## config.mk

```make
export PLATFORM = sky130hd
export DESIGN_NAME = ces_egress_sched
export DESIGN_NICKNAME = d
export VERILOG_FILES = /design/src/verilog/ces_pkg.sv /design/src/verilog/ces_egress_sched.sv /design/src/verilog/ces_stamp_mem.sv
export VERILOG_INCLUDE_DIRS = /design/src /design/src/verilog
export SDC_FILE = /design/constraint.sdc
export NUM_CORES = 2
export LEC_CHECK = 0
export BUFFER_PORTS_ARGS = -buffer_cell sky130_fd_sc_hd__buf_2
export CORE_MARGIN = 2
export CORE_UTILIZATION = 42
export DETAILED_ROUTE_END_ITERATION = 10
export SLEW_MARGIN = 10
export SYNTH_ARGS = -nofsm -noshare
export SYNTH_HDL_FRONTEND = slang
export SYNTH_SLANG_ARGS = --single-unit
```

## constraint.sdc

```tcl
create_clock -name clock -period 10.86 [get_ports clock]
set_clock_uncertainty 0.15 [all_clocks]
set_input_delay 0 -clock clock [delete_from_list [all_inputs] [get_ports clock]]
set_output_delay 0 -clock clock [all_outputs]
set_load 0.05 [all_outputs]
```

## src/verilog/ces_params.svh

```systemverilog
`ifndef CES_PARAMS_SVH
`define CES_PARAMS_SVH

`define CES_NUM_CLASSES 4
`define CES_NUM_PRIO 8
`define CES_CLOCK_MHZ 125
`define CES_TICK_US 16
`define CES_TICK_CYCLES (`CES_TICK_US * `CES_CLOCK_MHZ)
`define CES_TICK_W 11
`define CES_QUOTA_W 8
`define CES_LAT_W 8
`define CES_DEPTH 16
`define CES_PTR_W 4
`define CES_STAMP_W 16
`define CES_PRIO_MAP_RESET 16'hFA50

`endif

```

## src/verilog/ces_pkg.sv

```systemverilog
package ces_pkg;
    typedef enum logic [1:0] {
        CES_IDLE,
        CES_SEND
    } ces_state_t;

    typedef struct packed {
        logic [2:0] prio;
        logic [7:0] data;
    } ces_frame_t;

    typedef struct packed {
        logic [7:0] quota;
        logic [7:0] latency;
    } ces_class_cfg_t;
endpackage

```

## src/verilog/ces_egress_sched.sv

```systemverilog
`timescale 1ns/1ns
`include "ces_params.svh"

// Behaviour
// (RULE1) Each round starts at class 3 and steps down after its quota.
// (RULE2) Quota 1 to 255 sends exactly that many frames per visit.
// (RULE3) Quota zero serves the class until its queue empties.
// (RULE4) Per-class latency limit bounds each frame's wait in its queue.
// (RULE5) Latency limit zero disables the class's waiting timer.
// (RULE6) Latency limit counts 16 microsecond ticks.
// (RULE7) A frame about to expire goes ahead of the quota order.
// (RULE8) Each of eight priorities maps to one of classes 0 to 3.
// (RULE9) Wait measured from enqueue using a prescaled 16 us tick.
module ces_egress_sched
(
    // Clock and reset.
    input wire logic clock,
    input wire logic rst,
    // Configuration.
    input wire ces_pkg::ces_class_cfg_t cfg [`CES_NUM_CLASSES],
    input wire logic [15:0] prio_map,
    // Ingress frames.
    input wire logic in_valid,
    input wire ces_pkg::ces_frame_t in_frame,
    output logic in_ready,
    // Egress to transmitter.
    output logic out_valid,
    output logic [7:0] out_data,
    output logic [1:0] out_class,
    output logic out_urgent,
    input wire logic out_ready
);
    // =====================================================================
    // Tick prescaler.
    logic [`CES_TICK_W-1:0] pre_r;
    logic [`CES_TICK_W-1:0] pre_nxt;
    logic [`CES_STAMP_W-1:0] now_r;
    logic [`CES_STAMP_W-1:0] now_nxt;
    logic tick;

    assign tick = (pre_r == `CES_TICK_W'(`CES_TICK_CYCLES - 1));

    always_comb
    begin
        pre_nxt = tick ? '0 : pre_r + 1'b1; // [RULE9]
        now_nxt = tick ? now_r + 1'b1 : now_r; // [RULE6]
    end

    always_ff @(posedge clock or posedge rst)
    begin
        if (rst)
        begin
            pre_r <= '0;
            now_r <= '0;
        end
        else
        begin
            pre_r <= pre_nxt;
            now_r <= now_nxt;
        end
    end

    // =====================================================================
    // Class queues: data held per class, stamps in small memories.
    function automatic logic [1:0] map_class(input logic [2:0] p,
                                             input logic [15:0] m);
        map_class = m[p*2 +: 2];
    endfunction

    logic [1:0] in_cls;
    logic [7:0] qd [`CES_NUM_CLASSES][`CES_DEPTH];
    logic [`CES_PTR_W:0] wp_r [`CES_NUM_CLASSES];
    logic [`CES_PTR_W:0] rp_r [`CES_NUM_CLASSES];
    logic [`CES_STAMP_W-1:0] head_stamp [`CES_NUM_CLASSES];
    logic [`CES_NUM_CLASSES-1:0] nonempty;
    logic [`CES_NUM_CLASSES-1:0] urgent;
    logic pop;
    logic [1:0] sel;

    assign in_cls = map_class(in_frame.prio, prio_map); // [RULE8]
    assign in_ready = (wp_r[in_cls] - rp_r[in_cls]) !=
        (`CES_PTR_W+1)'(`CES_DEPTH);

    for (genvar c = 0; c < `CES_NUM_CLASSES; c++)
    begin : g_q
        logic push;
        logic [`CES_STAMP_W-1:0] age;
        assign push = in_valid && in_ready && (in_cls == 2'(c));
        assign nonempty[c] = wp_r[c] != rp_r[c];
        assign age = now_r - head_stamp[c];
        // Flag one tick early so the frame leaves before the limit passes.
        assign urgent[c] = nonempty[c] && (cfg[c].latency != '0) && // [RULE5]
            (age + 1'b1 >= `CES_STAMP_W'(cfg[c].latency)); // [RULE4] [RULE7]

        ces_stamp_mem u_mem
        (
            .clock(clock),
            .wr_en(push),
            .wr_addr(wp_r[c][`CES_PTR_W-1:0]),
            .wr_data(now_r),
            .rd_addr((pop && sel == 2'(c)) ? rp_r[c][`CES_PTR_W-1:0] + 1'b1
                                            : rp_r[c][`CES_PTR_W-1:0]),
            .rd_data(head_stamp[c])
        );

        always_ff @(posedge clock or posedge rst)
        begin
            if (rst)
            begin
                wp_r[c] <= '0;
                rp_r[c] <= '0;
            end
            else
            begin
                if (push)
                begin
                    wp_r[c] <= wp_r[c] + 1'b1;
                end
                if (pop && sel == 2'(c))
                begin
                    rp_r[c] <= rp_r[c] + 1'b1;
                end
            end
        end

        always_ff @(posedge clock)
        begin
            if (push)
            begin
                qd[c][wp_r[c][`CES_PTR_W-1:0]] <= in_frame.data;
            end
        end
    end

    // =====================================================================
    // Scheduler.
    logic [1:0] cur_r;
    logic [1:0] cur_nxt;
    logic [7:0] cnt_r;
    logic [7:0] cnt_nxt;
    logic any_urgent;
    logic [1:0] urg_cls;

    always_comb
    begin
        any_urgent = 1'b0;
        urg_cls = 2'h0;
        for (int i = 0; i < `CES_NUM_CLASSES; i++)
        begin
            if (urgent[i])
            begin
                any_urgent = 1'b1;
                urg_cls = 2'(i);
            end
        end
    end

    assign sel = any_urgent ? urg_cls : cur_r; // [RULE7]
    assign out_valid = nonempty[sel];
    assign out_data = qd[sel][rp_r[sel][`CES_PTR_W-1:0]];
    assign out_class = sel;
    assign out_urgent = any_urgent;
    assign pop = out_valid && out_ready;

    always_comb
    begin
        cur_nxt = cur_r;
        cnt_nxt = cnt_r;
        if (!any_urgent)
        begin
            if (!nonempty[cur_r])
            begin
                cur_nxt = cur_r - 1'b1; // [RULE1]
                cnt_nxt = '0;
            end
            else if (pop)
            begin
                if (cfg[cur_r].quota != '0 &&
                    cnt_r + 1'b1 >= cfg[cur_r].quota) // [RULE2]
                begin
                    cur_nxt = cur_r - 1'b1; // [RULE1]
                    cnt_nxt = '0;
                end
                else
                begin
                    cnt_nxt = (cfg[cur_r].quota == '0) ? '0 // [RULE3]
                                                       : cnt_r + 1'b1;
                end
            end
        end
    end

    always_ff @(posedge clock or posedge rst)
    begin
        if (rst)
        begin
            cur_r <= 2'h3;
            cnt_r <= '0;
        end
        else
        begin
            cur_r <= cur_nxt;
            cnt_r <= cnt_nxt;
        end
    end

    // =====================================================================
    // Checks.
    a_tick_period: assert property ( // [RULE9]
        @(posedge clock) disable iff (rst) tick |=> !tick)
        else $error("tick too frequent");
    a_urgent_first: assert property ( // [RULE7]
        @(posedge clock) disable iff (rst)
        (urgent != '0) |-> out_urgent && urgent[out_class])
        else $error("urgent class not served");
    a_zero_timer: assert property ( // [RULE5]
        @(posedge clock) disable iff (rst)
        (cfg[0].latency == '0) |-> !urgent[0])
        else $error("disabled timer fired");
    a_quota_step: assert property ( // [RULE2]
        @(posedge clock) disable iff (rst)
        pop && !any_urgent && cfg[cur_r].quota == 8'h01
        |=> cur_r == $past(cur_r) - 2'h1)
        else $error("quota one not honoured");
    a_zero_quota: assert property ( // [RULE3]
        @(posedge clock) disable iff (rst)
        pop && !any_urgent && cfg[cur_r].quota == '0 && nonempty[cur_r]
        |=> cnt_r == '0) else $error("zero quota counted");
    a_empty_down: assert property ( // [RULE1]
        @(posedge clock) disable iff (rst)
        !any_urgent && !nonempty[cur_r] |=> cur_r == $past(cur_r) - 2'h1)
        else $error("empty class not left");
    a_map_class: assert property ( // [RULE8]
        @(posedge clock) disable iff (rst)
        in_cls == prio_map[in_frame.prio*2 +: 2])
        else $error("bad class map");
    a_tick_count: assert property ( // [RULE6]
        @(posedge clock) disable iff (rst)
        tick |=> now_r == $past(now_r) + 1'b1)
        else $error("tick count lost");
    c_urgent: cover property (@(posedge clock) pop && out_urgent);
    c_quota_wrap: cover property (@(posedge clock) pop && cur_r == 2'h0);
    c_full: cover property (@(posedge clock) in_valid && !in_ready);
endmodule // ces_egress_sched

```

## src/verilog/ces_stamp_mem.sv

```systemverilog
`timescale 1ns/1ns
`include "ces_params.svh"

module ces_stamp_mem
(
    // Clock.
    input wire logic clock,
    // Write side.
    input wire logic wr_en,
    input wire logic [`CES_PTR_W-1:0] wr_addr,
    input wire logic [`CES_STAMP_W-1:0] wr_data,
    // Read side.
    input wire logic [`CES_PTR_W-1:0] rd_addr,
    output logic [`CES_STAMP_W-1:0] rd_data
);
    logic [`CES_STAMP_W-1:0] mem [`CES_DEPTH];

    always_ff @(posedge clock)
    begin
        if (wr_en)
        begin
            mem[wr_addr] <= wr_data;
        end
        // Write-first: a frame pushed into an empty queue must not age on
        // a stale stamp for one cycle.
        rd_data <= (wr_en && wr_addr == rd_addr) ? wr_data : mem[rd_addr];
    end
endmodule // ces_stamp_mem
```

---- Yosys cells after proc, flatten, opt, wreduce, memory -nomap -nowiden ----
Memories as Yosys holds them, arrays and structs flattened. A register that Yosys moved wholly into a read port is not among the register bits.
Cells that the tools add are included.
operators by class
  reductions and logical operators ........ 36
  $add $sub $neg .......................... 25
  bitwise gates (word level) .............. 9
  shift-type cells ........................ 1
  multiplexer cells ....................... 68
  magnitude comparators ................... 19
  equal/unequal tests ..................... 14
operators by type and width
  kind                                                                           number
  128-bit two-way mux                                                            10
  128-bit OR reduction                                                           3
  8-bit demux with 4-bit select                                                  4
  16-bit by 1-bit adder with 16-bit output (second input constant)               5
  8-bit two-way mux                                                              10
  16-bit by 8-bit >= comparator with 1-bit output                                4
  16-bit subtractor                                                              4
  5-bit by 1-bit adder with 5-bit output (second input constant)                 8
  8-bit nonzero test                                                             5
  16-bit binary-select mux with 2-bit select                                     1
  8-bit binary-select mux with 4-bit select                                      1
  16-bit two-way mux                                                             2
  5-bit binary-select mux with 2-bit select                                      3
  5-bit >= comparator (second input constant)                                    5
  4-bit NOT with 5-bit output                                                    5
  4-bit two-way mux                                                              6
  1-bit logical AND                                                              23
  5-bit by 1-bit less-than comparator with 1-bit output (second input constant)  4
  5-bit two-way mux                                                              4
  5-bit inequality test                                                          4
  2-bit two-way mux                                                              9
  4-bit by 1-bit adder with 4-bit output (second input constant)                 4
  16-bit by 5-bit indexed part select with 2-bit output                          1
  1-bit two-way mux                                                              15
  21 further kinds                                                               32
word-level totals
  RAM bits ................................ 1536
  register bits ........................... 77
  bits of input ports ..................... 95
  word-level logic and storage cells ...... 189
  memories ................................ 5
  output and inout bits ................... 13
memory list
  name              words  bits a word  rd ports  clocked after Yosys merged registers in  wr ports  RTL line                source
  qd                4      128          1         0                                        1         ces_egress_sched.sv:71  logic [7:0] qd [`CES_NUM_CLASSES][`CES_DEPTH];
  g_q[0].u_mem.mem  16     16           1         1                                        1         ces_stamp_mem.sv:16     logic [`CES_STAMP_W-1:0] mem [`CES_DEPTH];
  g_q[1].u_mem.mem  16     16           1         1                                        1         ces_stamp_mem.sv:16
  g_q[2].u_mem.mem  16     16           1         1                                        1         ces_stamp_mem.sv:16
  g_q[3].u_mem.mem  16     16           1         1                                        1         ces_stamp_mem.sv:16

---- Longest topological paths before layout ----
  word-level depth ........................ 17
  gate-level depth with buffers ........... 32
  depth with buffers taken out ............ 27

---- By module ----
A second synthesis with hierarchy kept.
second synthesis, totals
  cell total of the unflattened synthesis .. 4245
  area, all modules ....................... 70490.1 um^2
modules (own cells, without submodules)
  module            area each (um^2)  instances  cells each  sequential area each (um^2)
  ces_stamp_mem     9803.2            4          420         7767.4
  ces_egress_sched  31277.5           1          2565        17304.1

---- Worst setup path after synthesis ----
Ideal clock, no wire load.
  kind .................................... reg2out
  from .................................... register (tool-made name)
  to ...................................... output out_data[2]
  required time ........................... 10.710 ns
  slack ................................... 2.125 ns
  data arrival time ....................... 8.585 ns
  cell stages (with the launch flop) ...... 31
  path buffers ............................ 6
  cells stage by stage .................... dfxtp_1 > buf_2 > buf_1 > mux4_2 > mux4_2 > ha_1 > inv_1 > ha_1 > inv_1 > fa_1 > nor2b_1 > o2111ai_1 > a21boi_0 > nor2_1 > ha_1 > a2111oi_0 > o221ai_1 > a21oi_1 > o311ai_0 > or4_1 > o31a_1 > a311oi_4 > inv_2 > buf_2 > buf_1 > clkbuf_1 > buf_2 > nand3_1 > nand3_1 > nand4_1 > nor4b_1
RTL lines
  what           RTL line                source
  end, declared  ces_egress_sched.sv:28  output logic [7:0] out_data,

==> reports/summary.log <==
[status] status completed
[route] First-pass DRT Iterations 6
[clocking] CTS sink count 1,629
[yosys] average instance area after synthesis 17.8 µm²
[yosys] area share of the largest cell type after synthesis 66.8%
[critical_path] Max stage delay on crit path 0.70 ns
[critical_path] Critical Path Most Common Cell sky130_fd_sc_hd__ha_1
[yosys] proportion of synthesized flip-flops having asynchronous set or reset 4.73%
[final_layout] most frequent standard cell in the layout excluding fill and tap cells sky130_fd_sc_hd__edfxtp_1
[global_routing] wire length of the first global-routing pass 273,000 µm
[route] wire length per cell 29.5 µm
[pwr] Static Leak 0.0261 µW
[route] via total after detailed routing 37,900
[route] total detailed-routing wirelength 191,000 µm
[yosys] number of register bits inferred by synthesis 1,629
[clocking] depth of the CTS H-tree 4
[global_routing] via count of the first global-routing pass 37,700
[sta] max-slew violation total from the final report 0
[sta] Total Neg Setup Slack 0 ns
[yosys] main area contributors after synthesis sky130_fd_sc_hd__edfxtp_1 (67%), sky130_fd_sc_hd__mux4_2 (12%), sky130_fd_sc_hd__ha_1 (3.3%), sky130_fd_sc_hd__dfrtp_1 (2.7%), sky130_fd_sc_hd__nand2_1 (1.4%)
[pwr] overall power after layout 21,200 µW
[critical_path] Worst Path Class, Setup flip-flop to primary output
[critical_path] largest driver fanout on the critical path 41
[critical_path] highest-delay cell along the critical path sky130_fd_sc_hd__a311oi_2
[die] Top-Level Pins 108
[pwr] PD cells 270 nW/µm²
[clocking] clock-pin slew on the worst setup and hold paths 0.06 ns
[yosys] Syn Std Cell Area 69,100 µm²
[die] placeable core region 163,000 µm²
[yosys] Net Count, Synth 4,165
[sta] count of endpoints failing setup in the final report 0
[route] count of routing violations after the opening detailed-route iteration 4,450
[critical_path] Critical Path Start Type flip-flop
[place] number of placed cells counting well taps 6,151
[die] die span in y 409 µm
[critical_path] CP arrival 10.06 ns
[route] Post-DRT Antenna Nets 0
[yosys] most instantiated flip-flop cell in the synthesis netlist sky130_fd_sc_hd__edfxtp_1
[die] placement row count 148
[sta] ratio of final minimum period to clock period 94.0%
[yosys] sequential-to-total area share from yosys stat 70.1%
[critical_path] worst path required time 10.71 ns
[final_layout] non-filler instance count after layout 6,472
[final_layout] layout cell share with drive strength beyond 1 22.9%
[yosys] warnings from Yosys 0
[sta] slew at the pin closest to its max-slew limit 1.23 ns
[yosys] cell accounting for the most synthesized area sky130_fd_sc_hd__edfxtp_1
[final_layout] fin nets 4,444
[sta] top achievable clock speed 0.0979 GHz
[route] routed vias/inst 5.86
[final_layout] most frequent cells in the layout sky130_fd_sc_hd__edfxtp_1 (1,536), sky130_fd_sc_hd__mux4_2 (362), sky130_fd_sc_hd__nand2_1 (256), sky130_fd_sc_hd__ha_1 (183), sky130_fd_sc_hd__clkbuf_16 (168)
[critical_path] endpoint class of the critical path primary output
[global_routing] Overflow after GRT 0
[yosys] count of mapped cells out of synthesis 3,883
[global_routing] pin count of the biggest net entering global routing 68
[sta] final period demand of the worst path 10.21 ns
[die] initial core utilization 42.4%
[die] Die Wd 409 µm
[clocking] buffer cell driving the clock tree root sky130_fd_sc_hd__clkbuf_16
[yosys] number of flops mapped to enable cells by yosys 1,536
[final_layout] area added between synthesis and finish 13.7%
[sta] final number of hold-violating endpoints 0
[clocking] post-CTS setup buffer count 0
[worst_hold_path] path class of the lowest-slack min-delay path input pin to flip-flop
[clocking] clock buffers created by TritonCTS 166
[global_routing] antenna violations before repair 9
[global_routing] total routing resource utilization after global routing 22.7%
[clocking] Worst-Skew Late Latency 0.81 ns
[sta] Relative slew margins 18.1%
[run] number of maximum-capacitance constraint violations 0
[place] count of buffers inserted at the top-level ports 107
[final_layout] filler cell count in the final layout 13,700
[sta] RSZ-0062 raised after global routing no
[pwr] Max IR drop VDD 0.357 mV
[clocking] CTS tree done
[yosys] distinct cell type count of the synthesized netlist 100
[place] detailed-placement wirelength estimate 117,000 µm
[clocking] clock tree buffer depth 3
[die] die area 168,000 µm²
[place] RePlAce Congestion 0.899
[worst_hold_path] beginning of the worst hold path cfg[63]
[route] number of design rule violations left after detail routing 0
## cells in the mapped netlist, drive strengths merged (12+ instances only)
master  instances
clkbuf         83
nand4          29
a21o           26
and3           32
nor3           33
a211oi         30
nand2b         15
dfxtp          16
dfrtp          75
inv           145
nor4           17
a221oi         12
ha            183
xor2           41
a222oi         12
nor3b          12
mux4          362
nor2          110
nand3          98
nor2b          33
nand2         257
mux2i          87
mux2           35
xnor2          84
and2           33
buf            93
edfxtp       1536
a31oi          32
a21oi          84
o21ai          83
## registers in the layout, summed over array words and instances (netlist names), named ones only
| register | count |
|---|---|
| g_q.u_mem.mem | 1024 |
| qd | 512 |
| rp_r | 20 |
| wp_r | 20 |
| now_r | 16 |
| pre_r | 11 |
| cnt_r | 8 |
| cur_r | 2 |
## final cells by class
| type | instances | area [µm²] | area share, % |
|---|---|---|---|
| tap | 2175 | 2720 | 3.47 |
| clock inverter | 75 | 676 | 0.860 |
| timing repair buffer | 287 | 2000 | 2.55 |
| sequential | 1629 | 48400 | 61.7 |
| inverter | 146 | 552 | 0.703 |
| multi-input combinational | 1932 | 19700 | 25.0 |
| clock buffer | 225 | 4500 | 5.73 |
| antenna | 3 | 7.51 | 0.00956 |
## where the power goes
group	leakage, µW	internal, µW	switching, µW
clock	0.00250	3080	2390
sequential	0.0143	7090	402
combinational	0.00927	3090	5130
total	0.0261	13300	7920
## worst paths after layout
kind	endpoint	slack, ns	depth (start not counted)
worst max-delay path	out_data[5]	0.65	26
worst min-delay path	cur_r[0]	0.07	8
worst max register to register	flip-flop	1.60	26
worst min register to register	pre_r[0]	0.30	1
max in group asynchronous	now_r[1]	9.17	5
min in group asynchronous	cnt_r[3]	0.12	4
## layer usage
metal  wire, µm  global-route usage (%)  vias up
met4       5570                    6.89        2
met2      89500                    35.7     1623
li1           -                       -    16200
met5         11                       0        -
met1      79800                    32.3    19800
met3      15700                    3.99      299
## worst max-delay path, delay by kind of cell, from the launching register on
| kind | cells | cell delay [ns] |
|---|---|---|
| AO/OA/AOI/OAI | 12 | 4.01 |
| AND/OR/NAND/NOR | 4 | 1.56 |
| multiplexers | 2 | 1.03 |
| adder cells (fa/ha/maj) | 4 | 1.13 |
| flip-flops | 1 | 0.61 |
| buffers and inverters | 4 | 0.83 |
## timing repair
item                                    CTS  global route
endpoints found under the setup margin    0             4
gates resized for setup                   0             3
hold endpoints to repair                646             0
hold buffers                             18             0
## cell families (layout without fill, tap and decap cells)
logic type	Yosys count	in the layout	share of synthesized area [%]
XOR/XNOR	125	125	1.59
multiplexers	484	484	13.6
AND/OR/NAND/NOR	700	700	4.91
buffers and inverters	322	733	1.87
AO/OA/AOI/OAI	436	436	4.51
adder cells (fa/ha/maj)	187	187	3.43
flip-flops	1629	1629	70.1
other	0	3	0
## metrics by stage
| step | setup WS, ns | hold WS (ns) | utilization (%) | cell area [µm²] |
|---|---|---|---|---|
| 6_report | 0.647 | 0.0667 | 48.2 | 78500 |
| 5_1_grt | 0.171 | 0.121 | 48.2 | 78500 |
| 4_1_cts | 0.310 | 0.0100 | 48.2 | 78500 |
| 3_5_place_dp | 1.23 | -0.187 | 44.9 | 73100 |
| 3_3_place_gp | 1.31 | -0.186 | 44.9 | 73100 |
| 2_1_floorplan | 2.12 | -0.0511 | - | 69100 |
Note: power is estimated with default switching activity, not from simulation.
